==> src/design/sbl_pkg.sv <==
// Constants shared by the serial boot load and erase command handler
package sbl_pkg;

  // Command and code bytes
  localparam logic [7:0] CMD_RAM_LOAD   = 8'h10;
  localparam logic [7:0] CMD_ERASE      = 8'h40;
  localparam logic [7:0] CODE_ERASE_EN  = 8'h54;
  localparam logic [7:0] CODE_ERASE_OK  = 8'h4f;
  localparam logic [7:0] CODE_ERASE_BAD = 8'h4c;

  // Acknowledge low nibbles; bits 1 and 2 always zero
  localparam logic [3:0] ACK_RX_ERR     = 4'h8;
  localparam logic [3:0] ACK_BAD        = 4'h1;

  // Header: four address bytes, two length bytes, one checksum
  localparam logic [15:0] HDR_LAST      = 16'h0006;

  // Destination window
  localparam logic [31:0] RAM_LOW_ADDR  = 32'h2000_0400;
  localparam logic [31:0] RAM_END_DFLT  = 32'h2000_ffff;

  // Values after reset
  localparam logic [3:0]  NIB_RST       = 4'h0;
  localparam logic [7:0]  BYTE_RST      = 8'h00;
  localparam logic [15:0] CNT_RST       = 16'h0000;
  localparam logic [31:0] ADDR_RST      = 32'h0000_0000;
  localparam logic [47:0] HDR_RST       = 48'h0000_0000_0000;

  typedef enum logic [3:0]
  {
    ST_CMD   = 4'h0,
    ST_SEND  = 4'h1,
    ST_PW    = 4'h2,
    ST_HDR   = 4'h3,
    ST_PAY   = 4'h4,
    ST_PCK   = 4'h5,
    ST_JUMP  = 4'h6,
    ST_EN    = 4'h7,
    ST_ERASE = 4'h8,
    ST_EWAIT = 4'h9
  } sbl_state_e;

endpackage

==> src/design/sbl_rx_stage.sv <==
// Received byte stage with per-byte receive error latch
`timescale 1ns/1ns
module sbl_rx_stage
(
  // Clock and reset
  input  wire logic       sys_clk_in,
  input  wire logic       rst_in,
  // From the serial receiver
  input  wire logic       rx_valid_in,
  input  wire logic [7:0] rx_data_in,
  input  wire logic       frame_err_in,
  input  wire logic       parity_err_in,
  input  wire logic       overrun_err_in,
  // To the command handler
  output logic            byte_valid_out,
  output logic [7:0]      byte_data_out,
  output logic            byte_err_out
);

  logic       valid_d;
  logic       valid_q;
  logic [7:0] data_d;
  logic [7:0] data_q;
  logic       err_d;
  logic       err_q;

  always_comb
  begin
    valid_d = rx_valid_in;
    data_d  = data_q;
    err_d   = err_q;
    if (rx_valid_in)
    begin
      data_d = rx_data_in;
      // Error travels with its own byte only
      err_d  = frame_err_in | parity_err_in | overrun_err_in; // RQ22
    end
  end

  always_ff @(posedge sys_clk_in)
  begin
    if (rst_in)
    begin
      valid_q <= 1'b0;
      data_q  <= sbl_pkg::BYTE_RST;
      err_q   <= 1'b0;
    end
    else
    begin
      valid_q <= valid_d;
      data_q  <= data_d;
      err_q   <= err_d;
    end
  end

  assign byte_valid_out = valid_q;
  assign byte_data_out  = data_q;
  assign byte_err_out   = err_q;

endmodule

==> src/design/sbl_cksum.sv <==
// Modulo-256 byte sum accumulator
`timescale 1ns/1ns
module sbl_cksum
(
  // Clock and reset
  input  wire logic       sys_clk_in,
  input  wire logic       rst_in,
  // Control and data
  input  wire logic       clear_in,
  input  wire logic       add_in,
  input  wire logic [7:0] byte_in,
  // Running sum and sum including byte_in
  output logic [7:0]      sum_out,
  output logic [7:0]      sum_with_out
);

  logic [7:0] sum_d;
  logic [7:0] sum_q;

  always_comb
  begin
    // Carry dropped by the 8-bit target
    sum_with_out = 8'(sum_q + byte_in);
    sum_d        = sum_q;
    if (clear_in)
      sum_d = sbl_pkg::BYTE_RST;
    else if (add_in)
      sum_d = sum_with_out;
  end

  always_ff @(posedge sys_clk_in)
  begin
    if (rst_in)
      sum_q <= sbl_pkg::BYTE_RST;
    else
      sum_q <= sum_d;
  end

  assign sum_out = sum_q;

endmodule

==> src/design/sbl_boot_cmd.sv <==
// Serial boot command handler: RAM load header, payload, jump and erase
// Function
// RQ1: Controller gives an even RAM start address.
// RQ2: Two length bytes follow the address, high byte first.
// RQ3: Controller sends header checksum as two's complement of byte sum.
// RQ4: Any header receive error answers 0x18 and returns to command wait.
// RQ5: In clocked interface mode receive errors are ignored entirely.
// RQ6: Nonzero modulo-256 header sum answers 0x11 and returns to command wait.
// RQ7: Destination region must lie from 0x2000_0400 to the RAM end.
// RQ8: Passing header checks answers 0x10.
// RQ9: Payload stored at successive addresses from start for length bytes.
// RQ10: Controller sends payload checksum as two's complement of payload sum.
// RQ11: Payload answer 0x18 on receive error, 0x11 on bad sum, else 0x10.
// RQ12: Jump to the start address only after normal payload answer is sent.
// RQ13: Erase command byte 0x40 handled like the load command byte.
// RQ14: Command byte receive error answers previous nibble with bit 3 set.
// RQ15: Known command echoed; unknown answers previous nibble with bit 0 set.
// RQ16: Controller sends erase enable code 0x54 after the echo.
// RQ17: Valid enable code is echoed, then the chip erase starts.
// RQ18: Invalid enable code answers bit 0 set and returns to command wait.
// RQ19: Answers carry command nibble, bit 3 receive error, bit 0 other errors.
// RQ20: Erase end sends 0x4F on success, 0x4C on error.
// RQ21: Load command is byte 0x10 and its normal answer is 0x10.
// RQ22: Receiver keeps a receive error flag for every byte.
// RQ23: Handler keeps the last accepted command upper nibble.
`timescale 1ns/1ns
module sbl_boot_cmd
#(
  parameter logic [31:0] RAM_END_ADDR = sbl_pkg::RAM_END_DFLT
)
(
  // Clock and reset
  input  wire logic        sys_clk_in,
  input  wire logic        rst_in,
  // Serial receiver bytes
  input  wire logic        rx_valid_in,
  input  wire logic [7:0]  rx_data_in,
  input  wire logic        frame_err_in,
  input  wire logic        parity_err_in,
  input  wire logic        overrun_err_in,
  input  wire logic        sync_mode_in,
  // Serial transmitter bytes
  output logic             tx_valid_out,
  output logic [7:0]       tx_data_out,
  input  wire logic        tx_ready_in,
  // Password stage result
  input  wire logic        pw_done_in,
  input  wire logic        pw_ok_in,
  // RAM write port
  output logic             ram_we_out,
  output logic [31:0]      ram_addr_out,
  output logic [7:0]       ram_data_out,
  // Branch to loaded code
  output logic             jump_out,
  output logic [31:0]      jump_addr_out,
  // Chip erase engine
  output logic             erase_start_out,
  input  wire logic        erase_done_in,
  input  wire logic        erase_err_in
);

  sbl_pkg::sbl_state_e st_d, st_q;
  sbl_pkg::sbl_state_e ret_d, ret_q;

  logic        tx_valid_d, tx_valid_q;
  logic [7:0]  tx_data_d, tx_data_q;
  logic [3:0]  nib_d, nib_q;
  logic [15:0] cnt_d, cnt_q;
  logic [47:0] hdr_d, hdr_q;
  logic        gerr_d, gerr_q;
  logic [31:0] ptr_d, ptr_q;
  logic        ram_we_d, ram_we_q;
  logic [31:0] ram_addr_d, ram_addr_q;
  logic [7:0]  ram_data_d, ram_data_q;
  logic        jump_d, jump_q;
  logic        erase_d, erase_q;
  logic        b_valid, b_err_raw, b_err, ck_clr, ck_add, range_ok;
  logic [7:0]  b_data, ck_sum_with;
  logic [31:0] hdr_addr;
  logic [15:0] hdr_len;
  logic [32:0] hdr_end;

  sbl_rx_stage u_rx
  (
    .sys_clk_in(sys_clk_in), .rst_in(rst_in), .rx_valid_in(rx_valid_in),
    .rx_data_in(rx_data_in), .frame_err_in(frame_err_in),
    .parity_err_in(parity_err_in), .overrun_err_in(overrun_err_in),
    .byte_valid_out(b_valid), .byte_data_out(b_data),
    .byte_err_out(b_err_raw)
  );

  sbl_cksum u_ck
  (
    .sys_clk_in(sys_clk_in), .rst_in(rst_in), .clear_in(ck_clr),
    .add_in(ck_add), .byte_in(b_data), .sum_out(),
    .sum_with_out(ck_sum_with)
  );

  // Clocked interface mode has no usable error flags
  assign b_err = b_err_raw & ~sync_mode_in; // RQ5

  // Address in bytes one to four, length in five and six
  assign hdr_addr = hdr_q[47:16];
  assign hdr_len  = hdr_q[15:0]; // RQ2
  // One past the last byte; 33 bits so a wrap cannot pass the check
  assign hdr_end  = {1'b0, hdr_addr} + {17'h0_0000, hdr_len};
  assign range_ok = (hdr_addr >= sbl_pkg::RAM_LOW_ADDR) &&
                    (hdr_end <= {1'b0, RAM_END_ADDR} + 33'h0_0000_0001); // RQ7

  always_comb
  begin
    st_d       = st_q;
    ret_d      = ret_q;
    tx_valid_d = tx_valid_q;
    tx_data_d  = tx_data_q;
    nib_d      = nib_q;
    cnt_d      = cnt_q;
    hdr_d      = hdr_q;
    gerr_d     = gerr_q;
    ptr_d      = ptr_q;
    ram_we_d   = 1'b0;
    ram_addr_d = ram_addr_q;
    ram_data_d = ram_data_q;
    jump_d     = 1'b0;
    erase_d    = 1'b0;
    ck_clr     = 1'b0;
    ck_add     = 1'b0;
    case (st_q)
      sbl_pkg::ST_CMD:
      begin
        // Bytes sent while an answer is pending are ignored elsewhere
        if (b_valid)
        begin
          st_d       = sbl_pkg::ST_SEND;
          tx_valid_d = 1'b1;
          ret_d      = sbl_pkg::ST_CMD;
          if (b_err)
            tx_data_d = {nib_q, sbl_pkg::ACK_RX_ERR}; // RQ14
          else if (b_data == sbl_pkg::CMD_RAM_LOAD)
          begin
            tx_data_d = b_data; // RQ21
            nib_d     = b_data[7:4]; // RQ23
            ret_d     = sbl_pkg::ST_PW;
          end
          else if (b_data == sbl_pkg::CMD_ERASE)
          begin
            tx_data_d = b_data; // RQ13
            nib_d     = b_data[7:4]; // RQ23
            ret_d     = sbl_pkg::ST_EN;
          end
          else
            tx_data_d = {nib_q, sbl_pkg::ACK_BAD}; // RQ15
        end
      end
      sbl_pkg::ST_SEND:
      begin
        if (tx_ready_in)
        begin
          tx_valid_d = 1'b0;
          st_d       = ret_q;
        end
      end
      sbl_pkg::ST_PW:
      begin
        // Password stage sends its own answer
        if (pw_done_in)
        begin
          st_d   = pw_ok_in ? sbl_pkg::ST_HDR : sbl_pkg::ST_CMD;
          cnt_d  = sbl_pkg::CNT_RST;
          gerr_d = 1'b0;
          ck_clr = 1'b1;
        end
      end
      sbl_pkg::ST_HDR:
      begin
        if (b_valid)
        begin
          ck_add = 1'b1;
          gerr_d = gerr_q | b_err;
          if (cnt_q == sbl_pkg::HDR_LAST)
          begin
            st_d       = sbl_pkg::ST_SEND;
            tx_valid_d = 1'b1;
            ret_d      = sbl_pkg::ST_CMD;
            cnt_d      = sbl_pkg::CNT_RST;
            gerr_d     = 1'b0;
            ck_clr     = 1'b1;
            ptr_d      = hdr_addr;
            // Receive error outranks checksum and range faults
            if (gerr_q | b_err)
              tx_data_d = {nib_q, sbl_pkg::ACK_RX_ERR}; // RQ4
            else if ((ck_sum_with != sbl_pkg::BYTE_RST) || !range_ok)
              tx_data_d = {nib_q, sbl_pkg::ACK_BAD}; // RQ6
            else
            begin
              tx_data_d = sbl_pkg::CMD_RAM_LOAD; // RQ8
              ret_d     = (hdr_len == sbl_pkg::CNT_RST) ?
                          sbl_pkg::ST_PCK : sbl_pkg::ST_PAY;
            end
          end
          else
          begin
            hdr_d = {hdr_q[39:0], b_data};
            cnt_d = 16'(cnt_q + 16'h0001);
          end
        end
      end
      sbl_pkg::ST_PAY:
      begin
        if (b_valid)
        begin
          ram_we_d   = 1'b1; // RQ9
          ram_addr_d = ptr_q;
          ram_data_d = b_data;
          ptr_d      = 32'(ptr_q + 32'h0000_0001);
          ck_add     = 1'b1;
          gerr_d     = gerr_q | b_err;
          if (cnt_q == 16'(hdr_len - 16'h0001))
            st_d = sbl_pkg::ST_PCK;
          else
            cnt_d = 16'(cnt_q + 16'h0001);
        end
      end
      sbl_pkg::ST_PCK:
      begin
        if (b_valid)
        begin
          st_d       = sbl_pkg::ST_SEND;
          tx_valid_d = 1'b1;
          ret_d      = sbl_pkg::ST_CMD;
          gerr_d     = 1'b0;
          ck_clr     = 1'b1;
          if (gerr_q | b_err)
            tx_data_d = {nib_q, sbl_pkg::ACK_RX_ERR}; // RQ11
          else if (ck_sum_with != sbl_pkg::BYTE_RST)
            tx_data_d = {nib_q, sbl_pkg::ACK_BAD}; // RQ11
          else
          begin
            tx_data_d = sbl_pkg::CMD_RAM_LOAD; // RQ11
            ret_d     = sbl_pkg::ST_JUMP;
          end
        end
      end
      sbl_pkg::ST_JUMP:
      begin
        // Reached only once the normal answer has left
        jump_d = 1'b1; // RQ12
        st_d   = sbl_pkg::ST_CMD;
      end
      sbl_pkg::ST_EN:
      begin
        if (b_valid)
        begin
          st_d       = sbl_pkg::ST_SEND;
          tx_valid_d = 1'b1;
          ret_d      = sbl_pkg::ST_CMD;
          if (b_err)
            tx_data_d = {nib_q, sbl_pkg::ACK_RX_ERR}; // RQ19
          else if (b_data != sbl_pkg::CODE_ERASE_EN)
            tx_data_d = {nib_q, sbl_pkg::ACK_BAD}; // RQ18
          else
          begin
            tx_data_d = b_data; // RQ17
            ret_d     = sbl_pkg::ST_ERASE;
          end
        end
      end
      sbl_pkg::ST_ERASE:
      begin
        erase_d = 1'b1; // RQ17
        st_d    = sbl_pkg::ST_EWAIT;
      end
      sbl_pkg::ST_EWAIT:
      begin
        if (erase_done_in)
        begin
          st_d       = sbl_pkg::ST_SEND;
          tx_valid_d = 1'b1;
          ret_d      = sbl_pkg::ST_CMD;
          tx_data_d  = erase_err_in ? sbl_pkg::CODE_ERASE_BAD :
                                      sbl_pkg::CODE_ERASE_OK; // RQ20
        end
      end
      default:
      begin
        st_d       = sbl_pkg::ST_CMD;
        tx_valid_d = 1'b0;
      end
    endcase
  end

  always_ff @(posedge sys_clk_in)
  begin
    if (rst_in)
    begin
      st_q       <= sbl_pkg::ST_CMD;
      ret_q      <= sbl_pkg::ST_CMD;
      tx_valid_q <= 1'b0;
      tx_data_q  <= sbl_pkg::BYTE_RST;
      nib_q      <= sbl_pkg::NIB_RST;
      cnt_q      <= sbl_pkg::CNT_RST;
      hdr_q      <= sbl_pkg::HDR_RST;
      gerr_q     <= 1'b0;
      ptr_q      <= sbl_pkg::ADDR_RST;
      ram_we_q   <= 1'b0;
      ram_addr_q <= sbl_pkg::ADDR_RST;
      ram_data_q <= sbl_pkg::BYTE_RST;
      jump_q     <= 1'b0;
      erase_q    <= 1'b0;
    end
    else
    begin
      st_q       <= st_d;
      ret_q      <= ret_d;
      tx_valid_q <= tx_valid_d;
      tx_data_q  <= tx_data_d;
      nib_q      <= nib_d;
      cnt_q      <= cnt_d;
      hdr_q      <= hdr_d;
      gerr_q     <= gerr_d;
      ptr_q      <= ptr_d;
      ram_we_q   <= ram_we_d;
      ram_addr_q <= ram_addr_d;
      ram_data_q <= ram_data_d;
      jump_q     <= jump_d;
      erase_q    <= erase_d;
    end
  end

  assign tx_valid_out    = tx_valid_q;
  assign tx_data_out     = tx_data_q;
  assign ram_we_out      = ram_we_q;
  assign ram_addr_out    = ram_addr_q;
  assign ram_data_out    = ram_data_q;
  assign jump_out        = jump_q;
  assign jump_addr_out   = hdr_addr;
  assign erase_start_out = erase_q;

endmodule

==> config.mk <==
export PLATFORM = sky130hd
export DESIGN_NAME = sbl_boot_cmd
export DESIGN_NICKNAME = d
export VERILOG_FILES = /design/src/design/sbl_pkg.sv /design/src/design/sbl_rx_stage.sv /design/src/design/sbl_cksum.sv /design/src/design/sbl_boot_cmd.sv
export SDC_FILE = /design/constraint.sdc
export NUM_CORES = 1
export LEC_CHECK = 0
export BUFFER_PORTS_ARGS = -buffer_cell sky130_fd_sc_hd__buf_2
export CAP_MARGIN = 20
export CORE_MARGIN = 1
export CORE_UTILIZATION = 40
export CTS_BUF_LIST = sky130_fd_sc_hd__clkbuf_4
export DETAILED_ROUTE_END_ITERATION = 8
export RECOVER_POWER = 25
export REMOVE_ABC_BUFFERS = 1
export SYNTH_ARGS = -nofsm -noshare
export SYNTH_HDL_FRONTEND = slang
export SYNTH_SLANG_ARGS = --single-unit
==> constraint.sdc <==
create_clock -name sys_clk_in -period 4.5 [get_ports sys_clk_in]
set_input_delay 0.675 -clock sys_clk_in [delete_from_list [all_inputs] [get_ports sys_clk_in]]
set_output_delay 0.675 -clock sys_clk_in [all_outputs]
set_load 0.05 [all_outputs]
==> flow_summary.ini, run 1 <==
[status]
outcome = finished, violations left
failed_checks = capacitance limit, slew limit

[timing]
finalMaxSlewViolations = 142
worst-slew-pin-transition_ps = 3440
final-setup-viol-count = 0
worst_slack_ps = 732
share_of_the_clock_period_used_by_the_worst_path = 0.837
maxClockFrequency_ghz = 0.265
fin_hold_ws_ps = 304
timing.slew.headroom = -1.29
period_minus_slack_ps = 3770
finalHoldViolations = 0
rsz0062_at_grt = no
clock_skew_ps = 35.3

[placement]
gp_routability_congestion = 0.906
placement.cell_area_um2 = 10800
portBuffers = 103
preCtsSetupSlack_ps = 783
dp.final_hpwl_um = 20300

[drt]
antenna_violating_nets_left = 0
first_iter_violations = 798
via_per_inst = 5.55
drc = 0
wirelength_um = 29100
routed_wire_length_per_instance_um = 16.6
dr_vias = 9738
drt-pass1-iter-count = 5

[yosys]
muxShareOfSynthArea = 0.0138
synth-seq-area-share = 0.347
postSynthRegisterBits = 179
synth_simple_gate_area_frac = 0.266
xor_and_xnor_fraction_of_the_mapped_netlist_area = 0.0450
post_synth_num_cell_types = 81
syn-instance-count = 1400
post_synthesis_instance_area_um2 = 10300
async_flop_share = 0
synth.avg_cell_area_um2 = 7.38
synth_top_family_by_area = simple AND/OR/NAND/NOR gates
synth_compound_area_frac = 0.220
synthAdderAreaFrac = 0.0366
synth_warnings = 0
synth-edff-count = 0
synth_ff_type = dfxtp_1

[final_layout]
count_of_filler_cells_inserted_in_the_layout = 2629
footprint_of_the_multi_input_gates_um2 = 6040
drive_above_1_share = 0.0907
layout.cell_area.non_filler_um2 = 11000
final_nets = 1459
final_core_utilization = 0.435
area_delta_synth_final_pct = 6.45
seq_area_um2 = 3580

[grt]
pin_count_of_the_biggest_net_entering_global_routing = 74
groute.layer.met3.usage = 0.0326
grt_pass1_wl_um = 46700
top_usage_layer = met2
vias_in_the_first_global_route = 8825
antenna_found_initial = 1
grt.met2_usage = 0.361
gr_overflow_total = 0
groute.layer.met1.usage = 0.299
grt_use_total = 0.221

[die]
start_util = 0.409
placeableCoreArea_um2 = 25300
dieArea_um2 = 26500
die_height_um = 163
die_w_um = 163
placement_rows = 58
num_io_pins = 104

[setup_path]
family_with_the_most_delay_on_the_worst_path = compound AO/OA/AOI/OAI gates
cp_data_required_time_ps = 5040
critPathMaxStageDelay_ps = 470
worst_setup_path_end_kind = register
path_class = register to register
critical_path.max_fanout = 7
path_cells = ha_1, fa_1, a211oi_2, o21ai_1, a41oi_1, mux2i_1, o2111a_1, and4_1, a311o_1, o211ai_1, nor4bb_1, o221a_2
setup.worst_path.start_class = register
worstPathArrival_ps = 4310
critical_path.slowest_cell = a41oi_1
worstPathBufferInverterCount = 0

[clock_network]
clockBufferDepth = 2
hold_buffers = 0
htree_levels = 4
clock_sinks = 179
cts_made_buffers = 17
cts.repair.resized = 0
cts_tree = done
clock-root-buffer = clkbuf_4
cts.reportedPaths.clkPinSlew_ps = 180
clock_latency_ps = 590
cts_post_setup_buffers_inserted = 0

[min_path]
worstHoldPathType = input pin to register

[power]
cellLeakagePower_uw = 0.00379
ir_drop_mv = 0.120
power-per-cell-area_nw_per_um2 = 247

[job]
cap_viol_max_count = 2
==> tightest hold or removal path: cells and delay by family <==
kind,cells,cell delay (ps)
AND/OR/NAND/NOR,1,70
buffers and inverters,1,70
multiplexers,1,50
==> registers in the layout (all words and copies together), names as in the netlist <==
| register | flops |
|---|---|
| jump_out | 1 |
| ram_we_out | 1 |
| ret_q | 4 |
| nib_q | 4 |
| ptr_q | 32 |
| u_rx.byte_valid_out | 1 |
| u_ck.sum_out | 8 |
| cnt_q | 16 |
| u_rx.byte_data_out | 8 |
| gerr_q | 1 |
| st_q | 4 |
| u_rx.byte_err_out | 1 |
| tx_valid_out | 1 |
| erase_start_out | 1 |
| hdr_q | 48 |
| ram_data_out | 8 |
| tx_data_out | 8 |
| ram_addr_out | 32 |
==> final timing paths <==
| check | start | endpoint | slack, ps | depth (start not counted) |
|---|---|---|---|---|
| setup / recovery | hdr_q[0]$_SDFFE_PP0P_ | ret_q[0]$_SDFFE_PP0P_ | 730 | 12 |
| hold / removal | rx_data_in[6] | u_rx.byte_data_out[6]$_SDFFE_PP0P_ | 300 | 3 |
| setup reg to reg | hdr_q[0]$_SDFFE_PP0P_ | ret_q[0]$_SDFFE_PP0P_ | 730 | 12 |
| hold reg to reg | u_ck.sum_out[7]$_SDFFE_PP0P_ | u_ck.sum_out[7]$_SDFFE_PP0P_ | 460 | 2 |
==> stage by stage <==
step / setup TNS [ps] / std cells / total power (uW)
2_1_floorplan: -111180 / 1270 / 1740
3_5_place_dp: 0 / 1721 / 1810
5_1_grt: 0 / 1754 / 2840
3_3_place_gp: 0 / 1721 / 1800
6_report: 0 / 1754 / 2720
4_1_cts: 0 / 1753 / 2750
==> layout make-up <==
cell class | count | share of cell area
inverter | 25 | 0.00854
antenna | 1 | 0.000228
sequential | 179 | 0.326
timing repair buffer | 121 | 0.0522
tap | 330 | 0.0376
multi-input combinational | 1066 | 0.549
clock inverter | 15 | 0.0143
clock buffer | 17 | 0.0116
==> power by group <==
| part | internal [uW] | switching, uW |
|---|---|---|
| Combinational | 45.9 | 102 |
| Clock | 256 | 692 |
| Sequential | 1600 | 23.4 |
==> layout by cell type (no fill, tap or decap), types with 16 or more instances in the layout <==
master    netlist  routed
buf_2          11      48
nor3_1         30      29
and3_1         18      18
xor2_1         28      28
nor2_1        127     125
o21ai_0        67      67
clkbuf_4        0      17
ha_1           27      27
xnor2_1        25      25
inv_1          25      25
dfxtp_1       179     179
nand4_1        23      23
a21oi_1       174     173
buf_4          33      16
a211oi_1       24      24
nand2_1       279     278
clkbuf_1       77      57
nand3_1        35      34
==> synth_stat cells, drive strengths merged, types with 25 or more instances <==
cell	n	area [um2]
nor2	127	477
a211oi	27	218
buf	53	359
inv	25	93.8
xor2	28	245
clkbuf	77	289
nor3	32	170
o21ai	70	350
ha	27	338
dfxtp	179	3580
nand3	35	175
xnor2	25	219
nand2	280	1050
a21oi	176	888
==> logic make-up (layout without fill, tap and decap cells) <==
group / after synthesis / in the layout
and+or+nand+nor: 598 / 598
AOI/OAI and AO/OA: 372 / 372
DFF: 179 / 179
buffers and inverters: 155 / 178
xor gates and xnor gates: 53 / 53
adders and majority gates: 29 / 29
muxes: 14 / 14
other: 0 / 1
==> layer usage <==
| metal | up-vias | part of all wire | wire, um |
|---|---|---|---|
| met5 | - | 0 | 0 |
| met4 | 0 | 0.017 | 486 |
| met2 | 256 | 0.46 | 13500 |
| li1 | 4916 | - | - |
| met3 | 33 | 0.042 | 1220 |
| met1 | 4533 | 0.48 | 13900 |
(Power assumes the default switching activity.)
==> run 2, diff against run 1 <==
==> constraint.sdc (replaced) <==
create_clock -name sys_clk_in -period 3.7 [get_ports sys_clk_in]
set_input_delay 0.555 -clock sys_clk_in [delete_from_list [all_inputs] [get_ports sys_clk_in]]
set_output_delay 0.555 -clock sys_clk_in [all_outputs]
set_load 0.05 [all_outputs]
==> run 2 against run 1 <==
Effect of this change:
- the flow now finishes without violations
- register-to-register slack worse by 450 ps
- power up 22%
- sequential share of layout area shrank 0.79 points
- die area is the same
- final cell count up 1.5%
- non-clock buffer count rose by 27
- critical endpoint unchanged
==> flow_summary.ini, run 2 (synthesis results as in run 1) <==
[setup_path]
worst_setup_path_end_kind = register
reg_to_reg_end = ret_q[0]$_SDFFE_PP0P_
reg2reg_slack_ps = 280
worstReg2RegStart = hdr_q[9]$_SDFFE_PP0P_
first_element_of_the_critical_path = hdr_q[9]$_SDFFE_PP0P_
crit_path_end = ret_q[0]$_SDFFE_PP0P_
setup.worst_path.start_class = register
reg2regPathDepth = 11
critical_path.max_fanout = 11
worstPathArrival_ps = 3990
cp_data_required_time_ps = 4270
path_class = register to register

[clock_network]
htree_levels = 4
cts.repair.resized = 0
cts_post_setup_buffers_inserted = 0
cts_tree = done
clock_latency_ps = 600
cts.reportedPaths.clkPinSlew_ps = 200
hold_buffers = 0
clockBufferDepth = 2
clock-root-buffer = clkbuf_4
cts_made_buffers = 17
clock_sinks = 179

[timing]
period_minus_slack_ps = 3420
maxClockFrequency_ghz = 0.292
finalMaxSlewViolations = 0
fin_hold_ws_ps = 186
worst-slew-pin-transition_ps = 1240
finalHoldViolations = 0
final-setup-viol-count = 0
timing.slew.headroom = 0.176
share_of_the_clock_period_used_by_the_worst_path = 0.925
rsz0062_at_grt = no
clock_skew_ps = 37.4

[drt]
via_per_inst = 5.60
drt-pass1-iter-count = 6
antenna_violating_nets_left = 0
dr_vias = 9980
wirelength_um = 29800
drc = 0
routed_wire_length_per_instance_um = 16.7
first_iter_violations = 891

[die]
placeableCoreArea_um2 = 25300
die_height_um = 163
dieArea_um2 = 26500
placement_rows = 58
die_w_um = 163
start_util = 0.409
num_io_pins = 104

[final_layout]
post_layout_nonfiller_instances = 1781
count_of_filler_cells_inserted_in_the_layout = 2667
layout.cells.most_common = nand2_1
max_flop_register = hdr_q
drive_above_1_share = 0.112
leading_cell_types_in_the_layout_fill_and_taps_excluded = nand2_1, dfxtp_1, a21oi_1, nor2_1, o21ai_0
area_delta_synth_final_pct = 9.08
final_nets = 1486
max_reg_flops = 48

[grt]
pin_count_of_the_biggest_net_entering_global_routing = 74
grt_pass1_wl_um = 47700
antenna_found_initial = 1
vias_in_the_first_global_route = 8893
gr_overflow_total = 0
grt_use_total = 0.226

[power]
power-per-cell-area_nw_per_um2 = 295
intPower_uw = 2320
portion_of_total_power_attributed_to_sequential_cells = 0.592
power_switching_share = 0.302
cellLeakagePower_uw = 0.00397
ir_drop_mv = 0.190
p_switching_uw = 1010
combPwrFrac = 0.057
power.share.clock = 0.350

[placement]
dp.final_hpwl_um = 21000
numPlacedInstances = 1747
gp_routability_congestion = 0.916
portBuffers = 103

[min_path]
worstHoldPathType = input pin to register

[job]
cap_viol_max_count = 0

[status]
outcome = finished, final reports clean
==> run 2: cell count changes in the layout (fill, tap and decap cells not counted), moves of 2 or more <==
cell and delta:
clkinv_2 +2, clkbuf_1 -3, clkinvlp_4 -2, buf_12 +3, buf_4 +26
==> run 2: layout make-up <==
type                            instances  area [um2]  area share
Inverter                               25        93.8     0.00833
Clock buffer                           17         128      0.0113
Antenna cell                            1        2.50    0.000222
Clock inverter                         15         160      0.0142
Sequential cell                       179        3580       0.318
Tap cell                              330         413      0.0367
Timing Repair Buffer                  148         823      0.0731
Multi-Input combinational cell       1066        6060       0.538
==> run 2: how the worst min path moves through the flow <==
stage | slack, ps | end | depth (start not counted) | start
after CTS | 120 | u_rx.byte_data_out[3]$_SDFFE_PP0P_ | 3 | rx_data_in[3]
final | 190 | u_rx.byte_data_out[0]$_SDFFE_PP0P_ | 3 | rx_data_in[0]
after global routing | 130 | u_rx.byte_data_out[3]$_SDFFE_PP0P_ | 3 | rx_data_in[3]
after global placement | 440 | u_ck.sum_out[7]$_SDFFE_PP0P_ | 2 | u_ck.sum_out[7]$_SDFFE_PP0P_
after detailed placement | 440 | ram_addr_out[1]$_SDFFE_PP0P_ | 2 | ram_addr_out[1]$_SDFFE_PP0P_
after floorplan | 430 | ret_q[3]$_SDFFE_PP0P_ | 2 | ret_q[3]$_SDFFE_PP0P_
==> run 2: power by group through the flow <==
stage               clock [uW]  sequential, uW  combinational [uW]
finish                    1160            1970                 190
global route              1280            1970                 210
CTS                       1200            1970                 192
detailed placement           0            2010                 191
global placement             0            2010                 190
floorplan                    0            2020                95.1
==> run 2: per-layer routing <==
metal  share of wire  up-vias  global-route usage
met2            0.46      326               0.374
li1                -     4957                   -
met1            0.46     4652               0.302
met5               0        -                   0
met4           0.022        0              0.0726
met3           0.055       45              0.0321
==> run 2: critical path: stages (launching register included) <==
cell	delay [ps]
dfxtp_1	450
ha_1	490
nand4_1	280
a211oi_1	390
a211oi_2	170
a21boi_1	290
xnor2_1	150
a21boi_0	120
nor4_2	370
o211ai_1	160
nor4bb_1	300
o221a_2	220
==> run 2: per-stage QoR <==
step	setup TNS, ps	utilization	worst slack, ps	power [uW]	instance area, um2
floorplan	-169050	-	-2860	2110	9680
global placement	0	0.436	329	2200	11000
detailed placement	0	0.436	244	2200	11000
CTS	0	0.447	200	3360	11300
global route	0	0.446	30.9	3460	11300
finish	0	0.446	279	3330	11300
==> run 3, diff against run 2 <==
--- a/config.mk
+++ b/config.mk
@@ -6,7 +6,6 @@
 export NUM_CORES = 1
 export LEC_CHECK = 0
 export BUFFER_PORTS_ARGS = -buffer_cell sky130_fd_sc_hd__buf_2
-export CAP_MARGIN = 20
 export CORE_MARGIN = 1
 export CORE_UTILIZATION = 40
 export CTS_BUF_LIST = sky130_fd_sc_hd__clkbuf_4
@@ -15,4 +14,5 @@
 export REMOVE_ABC_BUFFERS = 1
 export SYNTH_ARGS = -nofsm -noshare
 export SYNTH_HDL_FRONTEND = slang
+export SYNTH_HIERARCHICAL = 1
 export SYNTH_SLANG_ARGS = --single-unit
==> run 3 against run 2 <==
Effect of this change:
- the run now ends with DRC left
- final cell count is 4.0% higher
- register-to-register slack lost 140 ps
- global-route usage is 0.20 points higher
- clock power shrank 6%
- utilization up 0.58 points
- non-clock buffer count is 36 higher
- highest routed layer unchanged
- power down 1.5%
- count of clock-buffer cells in the layout increased by 2
- largest cell class unchanged
- synthesized area is 2.4% higher
- critical path depth up 1
==> flow_summary.ini, run 3 <==
[status]
failed_checks = DRC
outcome = finished, violations left

[drt]
wirelength_um = 30300
drt-pass1-iter-count = 7
antenna_violating_nets_left = 0
first_iter_violations = 1003
dr_vias = 10300
routed_wire_length_per_instance_um = 16.4
drc = 2
via_per_inst = 5.56

[timing]
share_of_the_clock_period_used_by_the_worst_path = 0.963
finalHoldViolations = 0
final-setup-viol-count = 0
fin_hold_ws_ps = 191
clock_skew_ps = 39.5
worst-slew-pin-transition_ps = 987
period_minus_slack_ps = 3560
maxClockFrequency_ghz = 0.281
finalMaxSlewViolations = 0
setup-tns-final_ps = 0
timing.slew.headroom = 0.342

[power]
ir_drop_mv = 0.178
power-per-cell-area_nw_per_um2 = 279
cellLeakagePower_uw = 0.00427

[yosys]
synth-seq-area-share = 0.339
synth_commonest_cells = nand2_1, dfxtp_1, a21oi_1
synth.avg_cell_area_um2 = 7.35
post_synthesis_instance_area_um2 = 10600
cell_taking_the_most_area_after_synthesis = dfxtp_1
postSynthRegisterBits = 179
synth-edff-count = 0
synth_top_cell_area_share = 0.339
synth.top_cells.by_area = dfxtp_1, nand2_1, a21oi_1
synthMostInstantiatedCell = nand2_1
syn-instance-count = 1438
post_synth_num_cell_types = 79
synth_warnings = 6
async_flop_share = 0
synth_ff_type = dfxtp_1

[final_layout]
layout.cells.most_common = nand2_1
count_of_filler_cells_inserted_in_the_layout = 2712
final_nets = 1552
leading_cell_types_in_the_layout_fill_and_taps_excluded = nand2_1, dfxtp_1, a21oi_1, nor2_1, buf_4
max_reg_flops = 48
final_core_utilization = 0.452
max_flop_register = hdr_q
post_layout_nonfiller_instances = 1852
drive_above_1_share = 0.129
area_delta_synth_final_pct = 11.0

[job]
cap_viol_max_count = 0

[clock_network]
cts_tree = done
clock-root-buffer = clkbuf_4
htree_levels = 4
cts.reportedPaths.clkPinSlew_ps = 160
hold_buffers = 0
clock_sinks = 179
cts_made_buffers = 17
cts_post_setup_buffers_inserted = 0
clockBufferDepth = 2
clock_latency_ps = 610

[grt]
grt_use_total = 0.228
gr_overflow_total = 0
vias_in_the_first_global_route = 9458
grt_pass1_wl_um = 49400
pin_count_of_the_biggest_net_entering_global_routing = 85
antenna_found_initial = 1

[die]
die_height_um = 165
die_w_um = 165
placeableCoreArea_um2 = 26000
start_util = 0.407
placement_rows = 59
dieArea_um2 = 27100
num_io_pins = 104

[placement]
numPlacedInstances = 1819
dp.final_hpwl_um = 21400
gp_routability_congestion = 0.917
portBuffers = 103

[min_path]
worstHoldPathType = input pin to register

[setup_path]
path_cells = ha_1, a211oi_2, o21ai_2, a31oi_2, mux2_2, or4_4, a2111o_1, o31ai_4, a31oi_4, o31ai_2, buf_4, o22ai_1
worstPathArrival_ps = 4050
cp_data_required_time_ps = 4180
critical_path.slowest_cell = or4_4
path_class = register to register
critPathMaxStageDelay_ps = 520
setup.worst_path.start_class = register
critical_path.max_fanout = 4
worst_setup_path_end_kind = register
## run 3: changes by cell type after synthesis, sizes merged, moves of 10 or more
cell | before | now
nand2 | 280 | 268
clkbuf | 77 | 92
nor2 | 127 | 148
inv | 25 | 15
a21oi | 176 | 157
xnor2 | 25 | 36
## run 3: stage by stage
step / power, uW / worst slack, ps / cell area [um2]
after detailed placement: 2230 / -142 / 11500
after global placement: 2230 / -87.4 / 11500
after CTS: 3310 / 7.35 / 11800
after global routing: 3410 / -0.283 / 11700
after floorplan: 2130 / -258 / 9910
final: 3270 / 136 / 11700
## run 3: critical path, delay by kind of cell (launching register included)
| kind | cells | cell delay [ps] |
|---|---|---|
| buf+inv | 1 | 160 |
| simple gates | 1 | 520 |
| flops | 1 | 350 |
| compound gates | 8 | 1740 |
| mux | 1 | 360 |
| fa+ha+maj | 1 | 330 |
## run 3: layout make-up
class,instances,area (um2),area share
Antenna cell,1,2.50,0.000213
Clock buffer,19,143,0.0122
Multi-Input combinational cell,1106,6350,0.541
Inverter,15,56.3,0.00480
Timing Repair Buffer,184,1060,0.0905
Clock inverter,13,119,0.0101
Tap cell,335,419,0.0357
Sequential cell,179,3590,0.306
## run 3: path summary, 6_finish.rpt
| kind | start | endpoint | slack (ps) | cells past startpoint |
|---|---|---|---|---|
| worst max-delay path | hdr_q[17]$_SDFFE_PP0P_ | tx_data_out[6]$_SDFFE_PP0P_ | 140 | 12 |
| worst min-delay path | rx_data_in[6] | u_rx/byte_data_out[6]$_SDFFE_PP0P_ | 190 | 3 |
| worst max register to register | hdr_q[17]$_SDFFE_PP0P_ | tx_data_out[6]$_SDFFE_PP0P_ | 140 | 12 |
| worst min register to register | ram_addr_out[17]$_SDFFE_PP0P_ | ram_addr_out[17]$_SDFFE_PP0P_ | 460 | 2 |
## run 3: metal layers
layer  up-vias  part of all wire  routed length, um  track usage
met2       262              0.47              14400        0.385
met1      4840              0.47              14200        0.307
met3        33             0.043               1320       0.0296
met5         -                 0                  0            0
li1       5162                 -                  -            -
met4         0             0.014                432       0.0542
## run 3: repair_timing
action | in CTS | in global routing
resized for setup | 4 | 17
setup endpoints to repair | 4 | 14
pin swaps | 0 | 6
## run 3: where the power goes
part | switching (uW) | internal [uW]
clock | 785 | 304
sequential | 21.1 | 1950
combinational | 151 | 66.4
total | 958 | 2320
## run 3: cell families (layout without fill, tap and decap cells)
logic type,after synthesis,count (layout),synth area share
XOR/XNOR,60,60,0.0497
AND/OR/NAND/NOR,627,627,0.271
adder cells (fa/ha/maj),29,29,0.0357
flip-flops,179,179,0.339
other,0,1,0
multiplexers,23,23,0.0221
AO/OA/AOI/OAI,367,367,0.214
buffers and inverters,153,231,0.0684
